<file path="config.mk">
export PLATFORM = sky130hd
export DESIGN_NAME = acci_top
export DESIGN_NICKNAME = d
export VERILOG_FILES = /design/src/design/acci_pkg.sv /design/src/design/acci_clk_select.sv /design/src/design/acci_input_decode.sv /design/src/design/acci_top.sv
export SDC_FILE = /design/constraint.sdc
export NUM_CORES = 1
export LEC_CHECK = 0
export BUFFER_PORTS_ARGS = -buffer_cell sky130_fd_sc_hd__buf_4
export CAP_MARGIN = 10
export CELL_PAD_IN_SITES_DETAIL_PLACEMENT = 1
export CELL_PAD_IN_SITES_GLOBAL_PLACEMENT = 1
export CORE_ASPECT_RATIO = 1.2
export CORE_MARGIN = 3
export CORE_UTILIZATION = 35
export DETAILED_ROUTE_END_ITERATION = 10
export PLACE_DENSITY = 0.81
export SYNTH_ARGS = -nofsm -noshare
export SYNTH_HDL_FRONTEND = slang
export SYNTH_HIERARCHICAL = 1
export SYNTH_SLANG_ARGS = --single-unit
</file>
<file path="constraint.sdc">
create_clock -name clk -period 1.7 [get_ports clk]
set_clock_uncertainty 0.15 [all_clocks]
set_input_delay 0.17 -clock clk [delete_from_list [all_inputs] [get_ports clk]]
set_output_delay 0.17 -clock clk [all_outputs]
set_load 0.1 [all_outputs]
</file>
<file path="src/design/acci_pkg.sv">
/*
 * Shared codes, encodings and reset values of the interconnect.
 * Assumes importers take the whole package.
 */
`default_nettype none

package acci_pkg;

    // Converter input select field
    localparam int          ACCI_SEL_W      = 5;
    localparam int          ACCI_N_EXT      = 8;
    localparam logic [4:0]  ACCI_SEL_EXT_LO = 5'h00;
    localparam logic [4:0]  ACCI_SEL_EXT_HI = 5'h07;
    localparam logic [4:0]  ACCI_SEL_GND_LO = 5'h08;
    localparam logic [4:0]  ACCI_SEL_GND_HI = 5'h12;
    localparam logic [4:0]  ACCI_SEL_TEMP   = 5'h16;
    localparam logic [4:0]  ACCI_SEL_BGAP   = 5'h17;
    localparam logic [4:0]  ACCI_SEL_VREFH  = 5'h1D;
    localparam logic [4:0]  ACCI_SEL_VREFL  = 5'h1E;
    localparam logic [4:0]  ACCI_SEL_OFF    = 5'h1F;
    localparam logic [4:0]  ACCI_SEL_RST    = 5'h1F;

    // Conversion clock sources
    localparam logic [1:0]  ACCI_CLK_BUS    = 2'h0;
    localparam logic [1:0]  ACCI_CLK_BUS2   = 2'h1;
    localparam logic [1:0]  ACCI_CLK_ALT    = 2'h2;
    localparam logic [1:0]  ACCI_CLK_LOCAL  = 2'h3;
    localparam int          ACCI_DIV_W      = 2;

    // Hardware trigger sources
    localparam logic [1:0]  ACCI_TRG_RTC    = 2'h0;
    localparam logic [1:0]  ACCI_TRG_CMP    = 2'h1;
    localparam logic [1:0]  ACCI_TRG_TMR0   = 2'h2;
    localparam logic [1:0]  ACCI_TRG_TMR1   = 2'h3;

    // Power modes
    typedef enum logic [1:0] {
        ACCI_PM_RUN   = 2'b00,
        ACCI_PM_WAIT  = 2'b01,
        ACCI_PM_STOP3 = 2'b10
    } acci_pmode_t;

    // Comparator input mux
    localparam int          ACCI_CMP_N_IN   = 4;
    localparam logic [1:0]  ACCI_CMP_IN0    = 2'h0;
    localparam logic [1:0]  ACCI_CMP_IN1    = 2'h1;
    localparam logic [1:0]  ACCI_CMP_RSVD   = 2'h2;
    localparam logic [1:0]  ACCI_CMP_DAC    = 2'h3;

    // Comparator event edge modes
    localparam logic [1:0]  ACCI_EDGE_FALL  = 2'h0;
    localparam logic [1:0]  ACCI_EDGE_RISE  = 2'h1;
    localparam logic [1:0]  ACCI_EDGE_FALL2 = 2'h2;
    localparam logic [1:0]  ACCI_EDGE_BOTH  = 2'h3;

    // Reset values
    localparam logic        ACCI_FLAG_RST   = 1'b0;
    localparam logic        ACCI_PIN_RST    = 1'b0;

endpackage

`default_nettype wire

</file>
<file path="src/design/acci_clk_select.sv">
/*
 * Conversion clock source choice and divider, as one-cycle ticks on clk.
 * Assumes slow sources run far below clk, as they are edge detected.
 */
`default_nettype none

module acci_clk_select
    import acci_pkg::*;
#(
    parameter int DIV_W = ACCI_DIV_W
) (
    // Clock and reset
    input  wire logic             clk,
    input  wire logic             nrst,
    // Configuration
    input  wire logic [1:0]       source,
    input  wire logic [DIV_W-1:0] divide,
    input  wire logic [1:0]       power_mode,
    // Source signals
    input  wire logic             local_clock,
    input  wire logic             osc_clock,
    // Divided conversion clock tick
    output logic                  conv_tick
);

    localparam int CNT_W = (2 ** DIV_W) - 1;

    if (DIV_W < 1 || DIV_W > 4) begin : g_check
        $error("acci_clk_select: DIV_W must be 1 to 4");
    end

    logic             half_q;
    logic             local_prev_q;
    logic             osc_prev_q;
    logic [CNT_W-1:0] cnt_q;
    logic [CNT_W-1:0] cnt_d;
    logic             tick_q;
    logic             tick_d;

    // Mode gating: bus clock stops in stop3, so do both bus sources
    wire in_stop3  = (power_mode == ACCI_PM_STOP3);
    wire bus_ok    = !in_stop3;
    wire alt_ok    = !in_stop3;
    wire local_edg = local_clock && !local_prev_q;
    wire osc_edg   = osc_clock && !osc_prev_q;

    // Source mux
    wire src_tick =
        (source == ACCI_CLK_BUS)   ? bus_ok :
        (source == ACCI_CLK_BUS2)  ? (bus_ok && half_q) :
        (source == ACCI_CLK_ALT)   ? (alt_ok && osc_edg) :
                                     local_edg;

    // Divide by 2**divide
    wire [CNT_W-1:0] limit = ({{(CNT_W-1){1'b0}}, 1'b1} << divide) - 1'b1;
    wire             wrap  = (cnt_q >= limit);
    assign cnt_d  = !src_tick ? cnt_q : (wrap ? '0 : cnt_q + 1'b1);
    assign tick_d = src_tick && wrap;

    // Divider and edge state
    always_ff @(posedge clk or negedge nrst) begin
        if (!nrst) begin
            half_q       <= 1'b0;
            local_prev_q <= 1'b0;
            osc_prev_q   <= 1'b0;
            cnt_q        <= '0;
            tick_q       <= 1'b0;
        end else begin
            half_q       <= !half_q;
            local_prev_q <= local_clock;
            osc_prev_q   <= osc_clock;
            cnt_q        <= cnt_d;
            tick_q       <= tick_d;
        end
    end

    assign conv_tick = tick_q;

endmodule

`default_nettype wire

</file>
<file path="src/design/acci_input_decode.sv">
/*
 * Converter input select decode, one line per source.
 * Assumes the caller registers the outputs.
 */
`default_nettype none

module acci_input_decode
    import acci_pkg::*;
(
    // Select code
    input  wire logic [ACCI_SEL_W-1:0] sel,
    // Decoded source lines
    output logic      [ACCI_N_EXT-1:0] ext_sel,
    output logic                       gnd_sel,
    output logic                       temp_sel,
    output logic                       bgap_sel,
    output logic                       vrefh_sel,
    output logic                       vrefl_sel,
    output logic                       off_sel,
    output logic                       rsvd_sel
);

    wire ext_range = (sel <= ACCI_SEL_EXT_HI);

    // One line per external input
    for (genvar i = 0; i < ACCI_N_EXT; i++) begin : g_ext
        assign ext_sel[i] = ext_range &&
            (sel == (ACCI_SEL_EXT_LO + ACCI_SEL_W'(i)));
    end

    // Internal sources
    assign gnd_sel   = (sel >= ACCI_SEL_GND_LO) &&
                       (sel <= ACCI_SEL_GND_HI);
    assign temp_sel  = (sel == ACCI_SEL_TEMP);
    assign bgap_sel  = (sel == ACCI_SEL_BGAP);
    assign vrefh_sel = (sel == ACCI_SEL_VREFH);
    assign vrefl_sel = (sel == ACCI_SEL_VREFL);
    assign off_sel   = (sel == ACCI_SEL_OFF);

    // Unclaimed codes connect nothing
    assign rsvd_sel  = !(ext_range || gnd_sel || temp_sel || bgap_sel ||
                         vrefh_sel || vrefl_sel || off_sel);

endmodule

`default_nettype wire

</file>
<file path="src/design/acci_top.sv">
/*
 * Converter and comparator glue: decode, clock, trigger, muxes, routing.
 * Assumes synchronous inputs; outputs lag their cause by one cycle.
 */
`default_nettype none

// Operation
// - Codes 0-7 external, 8-18 ground, 29-30 references, 31 off.
// - Reserved codes accepted; result undefined.
// - Clocks: bus, half bus, local, alternate.
// - Alternate clock is the oscillator output.
// - Alternate clock runs in wait.
// - Triggers: overflow, comparator, timers; run and wait.
// - Stop3: overflow trigger only.
// - Comparator inputs: A0, A1, reserved, DAC.
// - Comparator runs in stop3, drives pin if enabled.
// - Event with interrupt enable sets flag, wakes.
// - Capture route feeds timer1 channel 0, cuts pin.
// - Serial route feeds serial receive, pin ignored.
module acci_top
    import acci_pkg::*;
#(
    parameter int DIV_W = ACCI_DIV_W
) (
    // Clock and reset
    input  wire logic                  clk,
    input  wire logic                  nrst,
    // Power mode
    input  wire logic [1:0]            power_mode,
    // Converter configuration
    input  wire logic [ACCI_SEL_W-1:0] converter_input_select,
    input  wire logic [1:0]            conv_clock_source,
    input  wire logic [DIV_W-1:0]      clock_divide_field,
    input  wire logic [1:0]            trigger_select,
    input  wire logic                  hw_trigger_enable,
    // Clock sources
    input  wire logic                  converter_local_async_clock,
    input  wire logic                  oscillator_output,
    // Trigger sources
    input  wire logic                  rtc_overflow,
    input  wire logic                  timer0_out,
    input  wire logic                  timer1_out,
    // Converter source selects
    output logic [ACCI_N_EXT-1:0]      ext_input_select,
    output logic                       ground_select,
    output logic                       temp_sensor_select,
    output logic                       bandgap_select,
    output logic                       vrefh_select,
    output logic                       vrefl_select,
    output logic                       converter_off,
    output logic                       result_undefined,
    // Converter clock and trigger
    output logic                       conversion_clock,
    output logic                       hw_trigger,
    // Comparator configuration
    input  wire logic                  comparator_enable,
    input  wire logic [1:0]            pos_input_select,
    input  wire logic [1:0]            neg_input_select,
    input  wire logic [1:0]            cmp_edge_mode,
    input  wire logic                  comparator_interrupt_enable,
    input  wire logic                  comparator_output_pin_enable,
    input  wire logic                  comparator_event_flag_clear,
    input  wire logic                  comparator_to_capture_route,
    input  wire logic                  comparator_to_serial_route,
    // Comparator analog side
    input  wire logic                  comparator_result,
    output logic [ACCI_CMP_N_IN-1:0]   pos_input_onehot,
    output logic [ACCI_CMP_N_IN-1:0]   neg_input_onehot,
    // Comparator status
    output logic                       comparator_event_flag,
    output logic                       comparator_irq,
    output logic                       stop_wakeup,
    // Comparator output pin
    output logic                       comparator_output_pin,
    output logic                       comparator_output_pin_oe,
    // Timer 1 channel 0
    input  wire logic                  timer1_channel0_pin_in,
    input  wire logic                  timer1_ch0_drive,
    input  wire logic                  timer1_ch0_drive_oe,
    output logic                       timer1_channel0_pin_out,
    output logic                       timer1_channel0_pin_oe,
    output logic                       timer1_capture_in,
    // Serial port 0 receive
    input  wire logic                  serial_rx_pin,
    output logic                       serial_port0_rx
);

    if (DIV_W < 1 || DIV_W > 4) begin : g_check
        $error("acci_top: DIV_W must be 1 to 4");
    end

    // Decoder outputs
    logic [ACCI_N_EXT-1:0] dec_ext;
    logic                  dec_gnd;
    logic                  dec_temp;
    logic                  dec_bgap;
    logic                  dec_vrefh;
    logic                  dec_vrefl;
    logic                  dec_off;
    logic                  dec_rsvd;

    // Registered converter selects
    logic [ACCI_N_EXT-1:0] ext_q;
    logic                  gnd_q;
    logic                  temp_q;
    logic                  bgap_q;
    logic                  vrefh_q;
    logic                  vrefl_q;
    logic                  off_q;
    logic                  rsvd_q;

    // Trigger state
    logic                  trg_prev_q;
    logic                  trg_q;

    // Comparator state
    logic [ACCI_CMP_N_IN-1:0] pos_q;
    logic [ACCI_CMP_N_IN-1:0] neg_q;
    logic                  cmp_prev_q;
    logic                  flag_q;
    logic                  flag_d;
    logic                  irq_q;
    logic                  wake_q;
    logic                  pin_q;
    logic                  pin_oe_q;
    logic                  t1_out_q;
    logic                  t1_oe_q;
    logic                  t1_cap_q;
    logic                  rx_q;

    // Input select decode
    acci_input_decode u_decode (
        .sel       (converter_input_select),
        .ext_sel   (dec_ext),
        .gnd_sel   (dec_gnd),
        .temp_sel  (dec_temp),
        .bgap_sel  (dec_bgap),
        .vrefh_sel (dec_vrefh),
        .vrefl_sel (dec_vrefl),
        .off_sel   (dec_off),
        .rsvd_sel  (dec_rsvd)
    );

    // Conversion clock source and divider
    acci_clk_select #(
        .DIV_W (DIV_W)
    ) u_clk (
        .clk         (clk),
        .nrst        (nrst),
        .source      (conv_clock_source),
        .divide      (clock_divide_field),
        .power_mode  (power_mode),
        .local_clock (converter_local_async_clock),
        .osc_clock   (oscillator_output),
        .conv_tick   (conversion_clock)
    );

    // Mode and comparator level
    wire in_stop3 = (power_mode == ACCI_PM_STOP3);
    wire cmp_out  = comparator_enable && comparator_result;

    // Trigger source mux; only the counter overflow survives stop3
    wire trg_raw =
        (trigger_select == ACCI_TRG_RTC)  ? rtc_overflow :
        (trigger_select == ACCI_TRG_CMP)  ? cmp_out :
        (trigger_select == ACCI_TRG_TMR0) ? timer0_out :
                                            timer1_out;
    wire trg_allowed = !in_stop3 ||
                       (trigger_select == ACCI_TRG_RTC);
    wire trg_src = hw_trigger_enable && trg_allowed && trg_raw;
    wire trg_d   = trg_src && !trg_prev_q;

    // Comparator input muxes; the reserved leg connects nothing
    for (genvar i = 0; i < ACCI_CMP_N_IN; i++) begin : g_cmp_mux
        wire usable = (2'(i) != ACCI_CMP_RSVD);
        wire pos_hit = comparator_enable && usable &&
                       (pos_input_select == 2'(i));
        wire neg_hit = comparator_enable && usable &&
                       (neg_input_select == 2'(i));
        always_ff @(posedge clk or negedge nrst) begin
            if (!nrst) begin
                pos_q[i] <= 1'b0;
                neg_q[i] <= 1'b0;
            end else begin
                pos_q[i] <= pos_hit;
                neg_q[i] <= neg_hit;
            end
        end
    end

    // Compare event detection by edge mode
    wire cmp_rise  = cmp_out && !cmp_prev_q;
    wire cmp_fall  = !cmp_out && cmp_prev_q;
    wire cmp_event = comparator_enable && (
        (cmp_edge_mode == ACCI_EDGE_RISE) ? cmp_rise :
        (cmp_edge_mode == ACCI_EDGE_BOTH) ? (cmp_rise || cmp_fall) :
                                            cmp_fall);

    // Flag: a new event beats a clear in the same cycle
    wire flag_set = cmp_event && comparator_interrupt_enable;
    assign flag_d = flag_set ||
                    (flag_q && !comparator_event_flag_clear);
    wire wake_d   = flag_set && in_stop3;
    wire irq_d    = flag_d && comparator_interrupt_enable;

    // Pin follows the comparator in every mode
    wire pin_d    = comparator_output_pin_enable && cmp_out;
    wire pin_oe_d = comparator_output_pin_enable;

    // Timer 1 channel 0: the route takes the capture and the pin away
    wire t1_cap_d = comparator_to_capture_route ?
                    cmp_out : timer1_channel0_pin_in;
    wire t1_oe_d  = !comparator_to_capture_route &&
                    timer1_ch0_drive_oe;
    wire t1_out_d = t1_oe_d && timer1_ch0_drive;

    // Serial receive: external pin ignored while routed
    wire rx_d = comparator_to_serial_route ?
                cmp_out : serial_rx_pin;

    // Converter select registers
    always_ff @(posedge clk or negedge nrst) begin
        if (!nrst) begin
            ext_q   <= '0;
            gnd_q   <= 1'b0;
            temp_q  <= 1'b0;
            bgap_q  <= 1'b0;
            vrefh_q <= 1'b0;
            vrefl_q <= 1'b0;
            off_q   <= 1'b1; // Converter idle until configured
            rsvd_q  <= 1'b0;
        end else begin
            ext_q   <= dec_ext;
            gnd_q   <= dec_gnd;
            temp_q  <= dec_temp;
            bgap_q  <= dec_bgap;
            vrefh_q <= dec_vrefh;
            vrefl_q <= dec_vrefl;
            off_q   <= dec_off;
            rsvd_q  <= dec_rsvd;
        end
    end

    // Trigger registers
    always_ff @(posedge clk or negedge nrst) begin
        if (!nrst) begin
            trg_prev_q <= 1'b0;
            trg_q      <= 1'b0;
        end else begin
            trg_prev_q <= trg_src;
            trg_q      <= trg_d;
        end
    end

    // Comparator status registers
    always_ff @(posedge clk or negedge nrst) begin
        if (!nrst) begin
            cmp_prev_q <= 1'b0;
            flag_q     <= ACCI_FLAG_RST;
            irq_q      <= 1'b0;
            wake_q     <= 1'b0;
        end else begin
            cmp_prev_q <= cmp_out;
            flag_q     <= flag_d;
            irq_q      <= irq_d;
            wake_q     <= wake_d;
        end
    end

    // Routed output registers
    always_ff @(posedge clk or negedge nrst) begin
        if (!nrst) begin
            pin_q    <= ACCI_PIN_RST;
            pin_oe_q <= 1'b0;
            t1_out_q <= 1'b0;
            t1_oe_q  <= 1'b0;
            t1_cap_q <= 1'b0;
            rx_q     <= 1'b1; // Serial line idles high
        end else begin
            pin_q    <= pin_d;
            pin_oe_q <= pin_oe_d;
            t1_out_q <= t1_out_d;
            t1_oe_q  <= t1_oe_d;
            t1_cap_q <= t1_cap_d;
            rx_q     <= rx_d;
        end
    end

    // Port drives
    assign ext_input_select = ext_q;
    assign ground_select = gnd_q;
    assign temp_sensor_select = temp_q;
    assign bandgap_select = bgap_q;
    assign vrefh_select = vrefh_q;
    assign vrefl_select = vrefl_q;
    assign converter_off = off_q;
    assign result_undefined = rsvd_q;
    assign hw_trigger = trg_q;
    assign pos_input_onehot = pos_q;
    assign neg_input_onehot = neg_q;
    assign comparator_event_flag = flag_q;
    assign comparator_irq = irq_q;
    assign stop_wakeup = wake_q;
    assign comparator_output_pin = pin_q;
    assign comparator_output_pin_oe = pin_oe_q;
    assign timer1_channel0_pin_out = t1_out_q;
    assign timer1_channel0_pin_oe = t1_oe_q;
    assign timer1_capture_in = t1_cap_q;
    assign serial_port0_rx = rx_q;

endmodule

`default_nettype wire

</file>
== After elaboration in Yosys (flattened, before gate mapping) ==
Cells that the tools add are included.

* Flip-flop bits (word level): 40
* Input bits: 38
* Output and inout port bits: 34

* $add $sub $neg: 2
* $lt $le $gt $ge: 4
* Equality and inequality tests: 23
* Shift-type cells: 1
* Muxes and demuxes: 11
* Reduce and logical (&&, ||, !) cells: 58

{| class="wikitable"
|+ Operator list
! operator !! number
|-
| $logic_and 1x1->1 || 34
|-
| $eq 5x5->1 const B || 5
|-
| $eq 5x3->1 const B || 4
|-
| $eq 2x2->1 const B || 6
|-
| $eq 2x1->1 const B || 5
|-
| $eq 5x2->1 const B || 2
|-
| $logic_not 1->1 || 10
|-
| $mux 1 || 10
|-
| $logic_or 1x1->1 || 9
|-
| $logic_not 2->1 || 4
|-
| $eq 5x1->1 const B || 1
|-
| $ge 5x4->1 const B || 1
|-
| $le 5x3->1 const B || 1
|-
| $le 5x5->1 const B || 1
|-
| $logic_not 5->1 || 1
|-
| $add 3x1->3 const B || 1
|-
| $ge 3x3->1 || 1
|-
| $mux 3 || 1
|-
| $shl 1x2->3 const A || 1
|-
| $sub 3x1->3 const B || 1
|}

== Depth between registers and ports, before layout ==
Gate-level depths: netlist (run 1).

* Depth after elaboration: 10
* Mapped depth: 6
* Gate-level depth less buffers: 6

== Hierarchy ==
The synthesis (run 1) kept the hierarchy.

{| class="wikitable"
|+ By module, submodules not included
! module !! instances !! cells an instance !! area an instance (um^2) !! sequential area each (um^2)
|-
| acci_top || 1 || 64 || 1081.0 || 828.3
|-
| acci_clk_select || 1 || 35 || 372.9 || 175.2
|-
| acci_input_decode || 1 || 33 || 214.0 || 0.0
|}

== Least setup slack after synthesis (run 1) ==
Ideal clock, no wire load.

* Path type: input to register
* Start point: input port clock_divide_field[1]
* End point: register u_clk.cnt_q[2]
* Data arrival time: 1383 ps
* Data required time: 1472 ps
* Slack: 89 ps
* Cell stages on the path: 6
* Buffers on the path: 0
* Path through: or2_2 -> ha_1 -> nand2b_1 -> a31oi_1 -> o2bb2ai_1 -> o2bb2ai_1

* Cells in the longest elaborated chain, start to end: 4

{| class="wikitable"
|+ Ends and longest elaborated chain
! item !! RTL line !! RTL
|-
| start: declaration || acci_top.sv:33 || <nowiki>input wire logic [DIV_W-1:0] clock_divide_field,</nowiki>
|-
| $shl 1x2->3 || acci_clk_select.sv:55 || <nowiki>wire [CNT_W-1:0] limit = ({{(CNT_W-1){1'b0}}, 1'b1} << divide) - 1'b1;</nowiki>
|-
| $sub 3x1->3 || acci_clk_select.sv:55 ||
|-
| $ge 3x3->1 || acci_clk_select.sv:56 || <nowiki>wire wrap = (cnt_q >= limit);</nowiki>
|-
| $mux 3 || acci_clk_select.sv:57 || <nowiki>assign cnt_d = !src_tick ? cnt_q : (wrap ? '0 : cnt_q + 1'b1);</nowiki>
|-
| end signal: assignment || acci_clk_select.sv:72 || <nowiki>cnt_q <= cnt_d;</nowiki>
|-
| end: declaration || acci_clk_select.sv:35 || <nowiki>logic [CNT_W-1:0] cnt_q;</nowiki>
|}

Every way passes these cells.
A chain may end at the register's enable or synchronous reset.

== Worst setup path after layout (run 1) ==
* Start point: register u_clk.cnt_q[2]
* End point: register u_clk.cnt_q[2]

* Cells in the longest elaborated chain, start to end: 2

{| class="wikitable"
|+ Ends and longest elaborated chain
! item !! RTL line
|-
| $add 3x1->3 or $ge 3x3->1 (tied branches) || acci_clk_select.sv:57, acci_clk_select.sv:56
|-
| $mux 3 * || acci_clk_select.sv:57
|}

Every way passes the cells marked *; elsewhere a longest branch is shown, timed or not.

==> metrics.md, run 1 <==
| Metric | Value |
|---|---|
| Critical path launch point type | flop |
| Synth area leader | dfrtp_1 |
| Max incr delay on CP | 0.44 ns |
| Setup TNS Final | 0 ns |
| Dominant cells by area after synthesis | dfrtp_1 (57%), ha_1 (3.8%), dfstp_2 (3.2%), nand2b_1 (2.3%), nor2_1 (2.0%) |
| Status | finished, final reports clean |
| Total GRT Usage | 17.6% |
| Main synth FF type | dfrtp_1 |
| Dpl cell area | 2240 sq um |
| Hold_sp | hw_trigger_enable |
| Worst R2R Start | u_clk/cnt_q[2]$_DFFE_PN0P_ |
| Ant diodes | 0 |
| WHS | 0.0118 ns |
| Clock Latency Late Sink | 0.28 ns |
| Core area | 4420 sq um |
| Grt ovf | 0 |
| Critical Path AT | 1.68 ns |
| Num CTS Buffers | 5 |
| R2R setup slack | 0.08 ns |
| RePlAce Congestion | 0.685 |
| Max Root-Sink Buffers | 2 |
| Netlist cell types | 47 |
| # DRC | 0 |
| Total die area | 5630 sq um |
| Crit-path slowest cell | dfrtp_1 |
| Vias in the first global route | 1568 |
| Via-per-instance ratio | 4.86 |
| Fin crit share | 95.3% |
| Post-synth EDFFs | 0 |
| Max FO, Critical Path | 5 |
| Final wirelength | 4.73 mm |
| Reg2reg end | u_clk/cnt_q[2]$_DFFE_PN0P_ |
| Via count | 1390 |
| Syn avg cell area | 12.6 sq um |
| Antenna Violating Nets Remaining | 0 |
| Final WS setup | 0.0799 ns |
| Worst r2r path cells | 6 |
| RSZ-0062 raised after global routing | true |
| H-tree Lvls | 2 |
| Final setup viols | 0 |
| CP Buf/Inv Count | 1 |
| IO Count | 72 |
| Min cycle time layout | 1.62 ns |
| VDD IR max | 0.431 mV |
| Row count | 26 |
| Starting Density | 37.7% |
| Fin. max-slew vios | 0 |
| Max Cap Violations | 0 |
| Iteration count of the initial detailed-routing pass | 4 |
| CP cell instances | ha_4, a21o_1, a31oi_1, buf_4, o2bb2ai_1, o2bb2ai_1 |
| Clock Pin Slew Worst Setup and Hold Paths | 0.07 ns |
| Crit path top cell by count | o2bb2ai_1 |
| Nets@finish | 272 |
| Pwr dens | 964 nW/um^2 |
| Fin area | 2570 sq um |
| Layout Utilization | 58.1% |
| YS warnings | 6 |
| I/O Buffers | 69 |
| Asr flop ratio synth | 100% |
| CP top delay family | compound AO/OA/AOI/OAI gates |
| Syn Inst Count | 132 |
| Setup Slack @ Placement | -0.0756 ns |
| Hold EP | trg_prev_q$_DFF_PN0_ |
| First-pass GRT wire length | 7.65 mm |
| Fin. Hold Viols | 0 |
| Area Growth Syn to Fin | 54.2% |
| Fill cell count | 481 |
| Share of the synthesized area in the top cell type | 57.0% |
| Proportion of layout cells with a drive suffix above 1 | 44.3% |
| Die Width | 69.0 um |
| Largest net degree at the start of global routing | 41 |
| Count leader, synth | dfrtp_1 |
| CTS tree | built |
| Routed len/inst | 16.5 um |
| Synth top cells by count | dfrtp_1 (38), nor2_1 (9), inv_1 (8), nand2b_1 (6), ha_1 (5) |
| Hpwl dp | 3.42 mm |
| CP Data Required Time | 1.76 ns |
| Register area share after synthesis | 60.2% |
| CTS root buffer | clkbuf_8 |
| Hold path cells | 2 |
| Critical path type | reg2reg |
| CP endpoint kind | flop |
| Pleak | 0.00133 uW |
| Die Ht | 81.6 um |
| 1st-iter DRT viols | 37 |
| Min-delay worst type | in2reg |
| Clk sinks | 40 |
| Yosys reg bits | 40 |
| Fmax | 617 MHz |
| Initial antenna violation count | 0 |
| Cell area after synthesis | 1670 sq um |
## report_power, final
| part | total [uW] | internal, uW | switching, uW |
|---|---|---|---|
| registers | 1070 | 1020 | 45.9 |
| logic | 816 | 309 | 507 |
| clock network | 594 | 288 | 306 |
| total | 2480 | 1620 | 859 |
## worst max path at each step
| stage | cells after the start | start | to | slack (ns) |
|---|---|---|---|---|
| final | 6 | u_clk/cnt_q[2]$_DFFE_PN0P_ | u_clk/cnt_q[2]$_DFFE_PN0P_ | 0.08 |
| after global placement | 8 | clock_divide_field[1] | u_clk/cnt_q[2]$_DFFE_PN0P_ | -0.01 |
| after floorplan | 6 | clock_divide_field[1] | u_clk/cnt_q[2]$_DFFE_PN0P_ | 0.09 |
| after global routing | 7 | u_clk/cnt_q[0]$_DFFE_PN0P_ | u_clk/cnt_q[2]$_DFFE_PN0P_ | -0.02 |
| after detailed placement | 8 | clock_divide_field[1] | u_clk/cnt_q[2]$_DFFE_PN0P_ | -0.08 |
| after CTS | 6 | u_clk/cnt_q[2]$_DFFE_PN0P_ | u_clk/cnt_q[2]$_DFFE_PN0P_ | 0.005 |
## layer usage
| metal | global-route usage, % | vias up | wire length [um] |
|---|---|---|---|
| li1 | - | 646 | - |
| met1 | 16.5 | 691 | 1600 |
| met2 | 35.8 | 45 | 2790 |
| met3 | 5.75 | 8 | 284 |
| met4 | 5.27 | 0 | 59 |
| met5 | 0 | - | 0 |
## final cells by class
| class | count | area, sq um | area share [%] |
|---|---|---|---|
| clock buffer | 7 | 76.3 | 2.97 |
| clock inverter | 1 | 5.00 | 0.195 |
| inverter | 9 | 33.8 | 1.31 |
| multi-input combinational | 78 | 616 | 23.9 |
| sequential | 40 | 1000 | 39.0 |
| tap | 56 | 70.1 | 2.72 |
| timing repair buffer | 95 | 768 | 29.9 |
## registers in the layout (all words and copies together), names as in the netlist, 3 cells and up
signal,count
ext_input_select,8
neg_input_onehot,3
pos_input_onehot,3
u_clk/cnt_q,3
## through the flow
step           power (uW)  cells
2_1_floorplan        1570    133
5_1_grt              2630    286
6_report             2480    286
4_1_cts              2470    285
3_5_place_dp         1840    255
3_3_place_gp         1780    255
## logic make-up (layout without fill, tap and decap cells)
logic type,after synthesis,after routing,synth area share (%)
adders and majority gates,5,5,3.75
and+or+nand+nor,52,52,21.2
buffers and inverters,15,112,4.50
other,1,2,0.225
muxes,4,4,3.30
AOI/OAI and AO/OA,15,15,6.90
DFF,40,40,60.2
## cell usage in the layout, fill, tap and decap left out, types with 3 or more instances in the layout
cell,count
nand2_1,4
nor2_1,9
a21o_1,3
clkbuf_8,5
dfrtp_1,38
buf_4,73
and3_2,3
dlygate4sd3_1,22
nand2b_1,6
nor3b_1,4
ha_1,4
inv_1,7
## what timing repair did
action,4_1_cts,5_1_grt
hold buffers,22,0
setup buffers,0,1
endpoints found under the setup margin,0,4
resized for setup,0,4
hold endpoints to repair,54,0
Note: power is estimated with default switching activity, not from simulation.
==> run 2: changes to the inputs <==
Settings changed: SETUP_SLACK_MARGIN set to 0.1.
==> run 2 against run 1 <==
Against the previous run:
- die area is the same
- critical path depth shrank 2
- largest cell class unchanged
- routed wire length shrank 1.2%
- critical path type is now in2reg
- non-clock buffer count grew 4
- via count grew 1.1%
- clock power grew 7.2%
- core utilization grew 2.2 points
- global-route usage shrank 0.45 points
==> metrics.md, run 2 (same netlist as run 1, synthesis figures left out) <==
| Metric | Value |
|---|---|
| Status | finished, final reports clean |
| Core area | 4420 sq um (unchanged) |
| Internal | 1790 uW (+11%) |
| Hpwl dp | 3.24 mm (-5.0%) |
| Die Ht | 81.6 um (unchanged) |
| Clk sinks | 40 (unchanged) |
| Die Width | 69.0 um (unchanged) |
| Final wirelength | 4.68 mm (-1.2%) |
| Max reg flops | 8 (unchanged) |
| Fill cell count | 498 (+3.5%) |
| Net switching power | 943 uW (+9.8%) |
| RSZ-0062 raised after global routing | true |
| Routed len/inst | 16.1 um (-2.5%) |
| 1st-iter DRT viols | 38 (+2.7%) |
| Proportion of layout cells with a drive suffix above 1 | 49.1% (+4.8 points) |
| Antenna Violating Nets Remaining | 0 (unchanged) |
| DP Cell Count | 254 (-0.39%) |
| Sw frac | 34.5% (-0.18 points) |
| Grt ovf | 0 (unchanged) |
| Iteration count of the initial detailed-routing pass | 4 (unchanged) |
| RePlAce Congestion | 0.689 (+0.55%) |
| Vias in the first global route | 1616 (+3.1%) |
| Critical path launch point type | input pin |
| Clock Pin Slew Worst Setup and Hold Paths | 0.08 ns (about the same) |
| Min-delay worst type | in2reg |
| Total die area | 5630 sq um (unchanged) |
| Area Growth Syn to Fin | 60.1% |
| VDD IR max | 0.465 mV (+8.0%) |
| Pleak | 0.00137 uW (+2.9%) |
| Via count | 1405 (+1.1%) |
| Non-Filler Instances | 290 (+1.4%) |
| Initial antenna violation count | 0 (unchanged) |
| Fin crit share | 92.8% (-2.5 points) |
| Critical Path AT | 1.64 ns (-0.04 ns) |
| CTS root buffer | clkbuf_8 |
| Largest net degree at the start of global routing | 41 (unchanged) |
| CP Data Required Time | 1.76 ns (about the same) |
| Num CTS Buffers | 5 (unchanged) |
| Clock Power Share | 23.3% (-0.7 points) |
| First-pass GRT wire length | 7.52 mm (-1.6%) |
| IO Count | 72 (unchanged) |
| Max Cap Violations | 0 (unchanged) |
| CTS tree | built |
| Fmax | 634 MHz (+2.7%) |
| Setup TNS Final | 0 ns (unchanged) |
| Max Root-Sink Buffers | 2 (unchanged) |
| Nets@finish | 276 (+1.5%) |
| Comb pwr share | 38.0% (+5.1 points) |
| Min cycle time layout | 1.58 ns (-0.0419 ns) |
| Clock Latency Late Sink | 0.28 ns (about the same) |
| Fin. max-slew vios | 0 (unchanged) |
| Fin. Hold Viols | 0 (unchanged) |
| Row count | 26 (unchanged) |
| Starting Density | 37.7% (unchanged) |
| Ant diodes | 0 (unchanged) |
| # DRC | 0 (unchanged) |
| Most frequent cells in the layout | buf_4 (77), dfrtp_1 (38), dlygate4sd3_1 (22) |
| Pwr dens | 1020 nW/um^2 (+6.3%) |
| Critical path type | in2reg |
| Total GRT Usage | 17.1% (-0.45 points) |
| Final setup viols | 0 (unchanged) |
| Via-per-instance ratio | 4.84 (-0.32%) |
| CP endpoint kind | flop |
| Max FO, Critical Path | 1 (-4) |
| H-tree Lvls | 2 (unchanged) |
| Layout Utilization | 60.4% (+2.2 points) |
| I/O Buffers | 69 (unchanged) |
| Commonest non-fill, non-tap cell in the layout | buf_4 |
| Reg power frac | 38.7% (-4.4 points) |
-- run 2: cell types whose count changed in the layout (fill, tap and decap cells not counted), sizes merged --
cell | previous run | this run
buf | 73 | 77
clkbuf | 7 | 6
clkinv | 1 | 2
-- run 2: critical path: stages --
cell           delay [ns]
dlygate4sd3_1        0.53
buf_4                0.13
mux2_2               0.25
dlygate4sd3_1        0.56
-- run 2: power groups by stage --
stage	combinational, uW	sequential (uW)	clock (uW)
floorplan	266	1320	0
global placement	717	1070	0
detailed placement	758	1080	0
CTS	877	1060	657
global route	1120	1070	716
finish	1040	1060	637
-- run 2: final timing paths --
kind                                            endpoint  slack [ns]                        from  depth (start not counted)
setup / recovery               serial_port0_rx$_DFF_PN1_        0.12               serial_rx_pin                          4
setup reg to reg              u_clk/cnt_q[2]$_DFFE_PN0P_        0.13  u_clk/cnt_q[0]$_DFFE_PN0P_                          6
hold reg to reg                   u_clk/half_q$_DFF_PN0_        0.31      u_clk/half_q$_DFF_PN0_                          1
hold / removal                     stop_wakeup$_DFF_PN0_        0.02               power_mode[1]                          3
max in group asynchronous      serial_port0_rx$_DFF_PN1_        0.79                        nrst                          2
min in group asynchronous  neg_input_onehot[3]$_DFF_PN0_        0.25                        nrst                          2
-- run 2: area by class of cell --
type / instances / area, sq um / share of cell area, %
clock buffer: 6 / 82.6 / 3.09
inverter: 9 / 33.8 / 1.27
tap: 56 / 70.1 / 2.62
sequential: 40 / 1000 / 37.6
multi-input combinational: 78 / 672 / 25.2
timing repair buffer: 99 / 798 / 29.9
clock inverter: 2 / 10.0 / 0.375
-- run 2: per-layer routing --
layer  vias to the layer above  global-route usage (%)  wire, um
li1                        654                       -         -
met1                       695                    16.3      1570
met2                        50                    34.8      2740
met3                         6                    5.51       318
met4                         0                    4.88        50
met5                         -                       0         0
-- run 2: per-stage QoR --
step	worst slack [ns]	power [uW]	hold WS, ns	cell area (sq um)
after floorplan	0.131	1580	-0.276	1680
after global placement	-0.0395	1790	0.0165	2240
after detailed placement	-0.134	1830	0.0256	2240
after CTS	0.111	2590	0.00266	2590
after global routing	0.0343	2900	0.0109	2670
final	0.122	2740	0.0158	2670
-- run 2: timing repair --
item                                    in CTS  in global routing
gates resized for setup                      3                  8
buffers inserted                             2                  4
endpoints found under the setup margin       4                  6
pin swaps                                    1                  6
endpoints found under the hold margin       55                  0
hold buffers                                22                  0
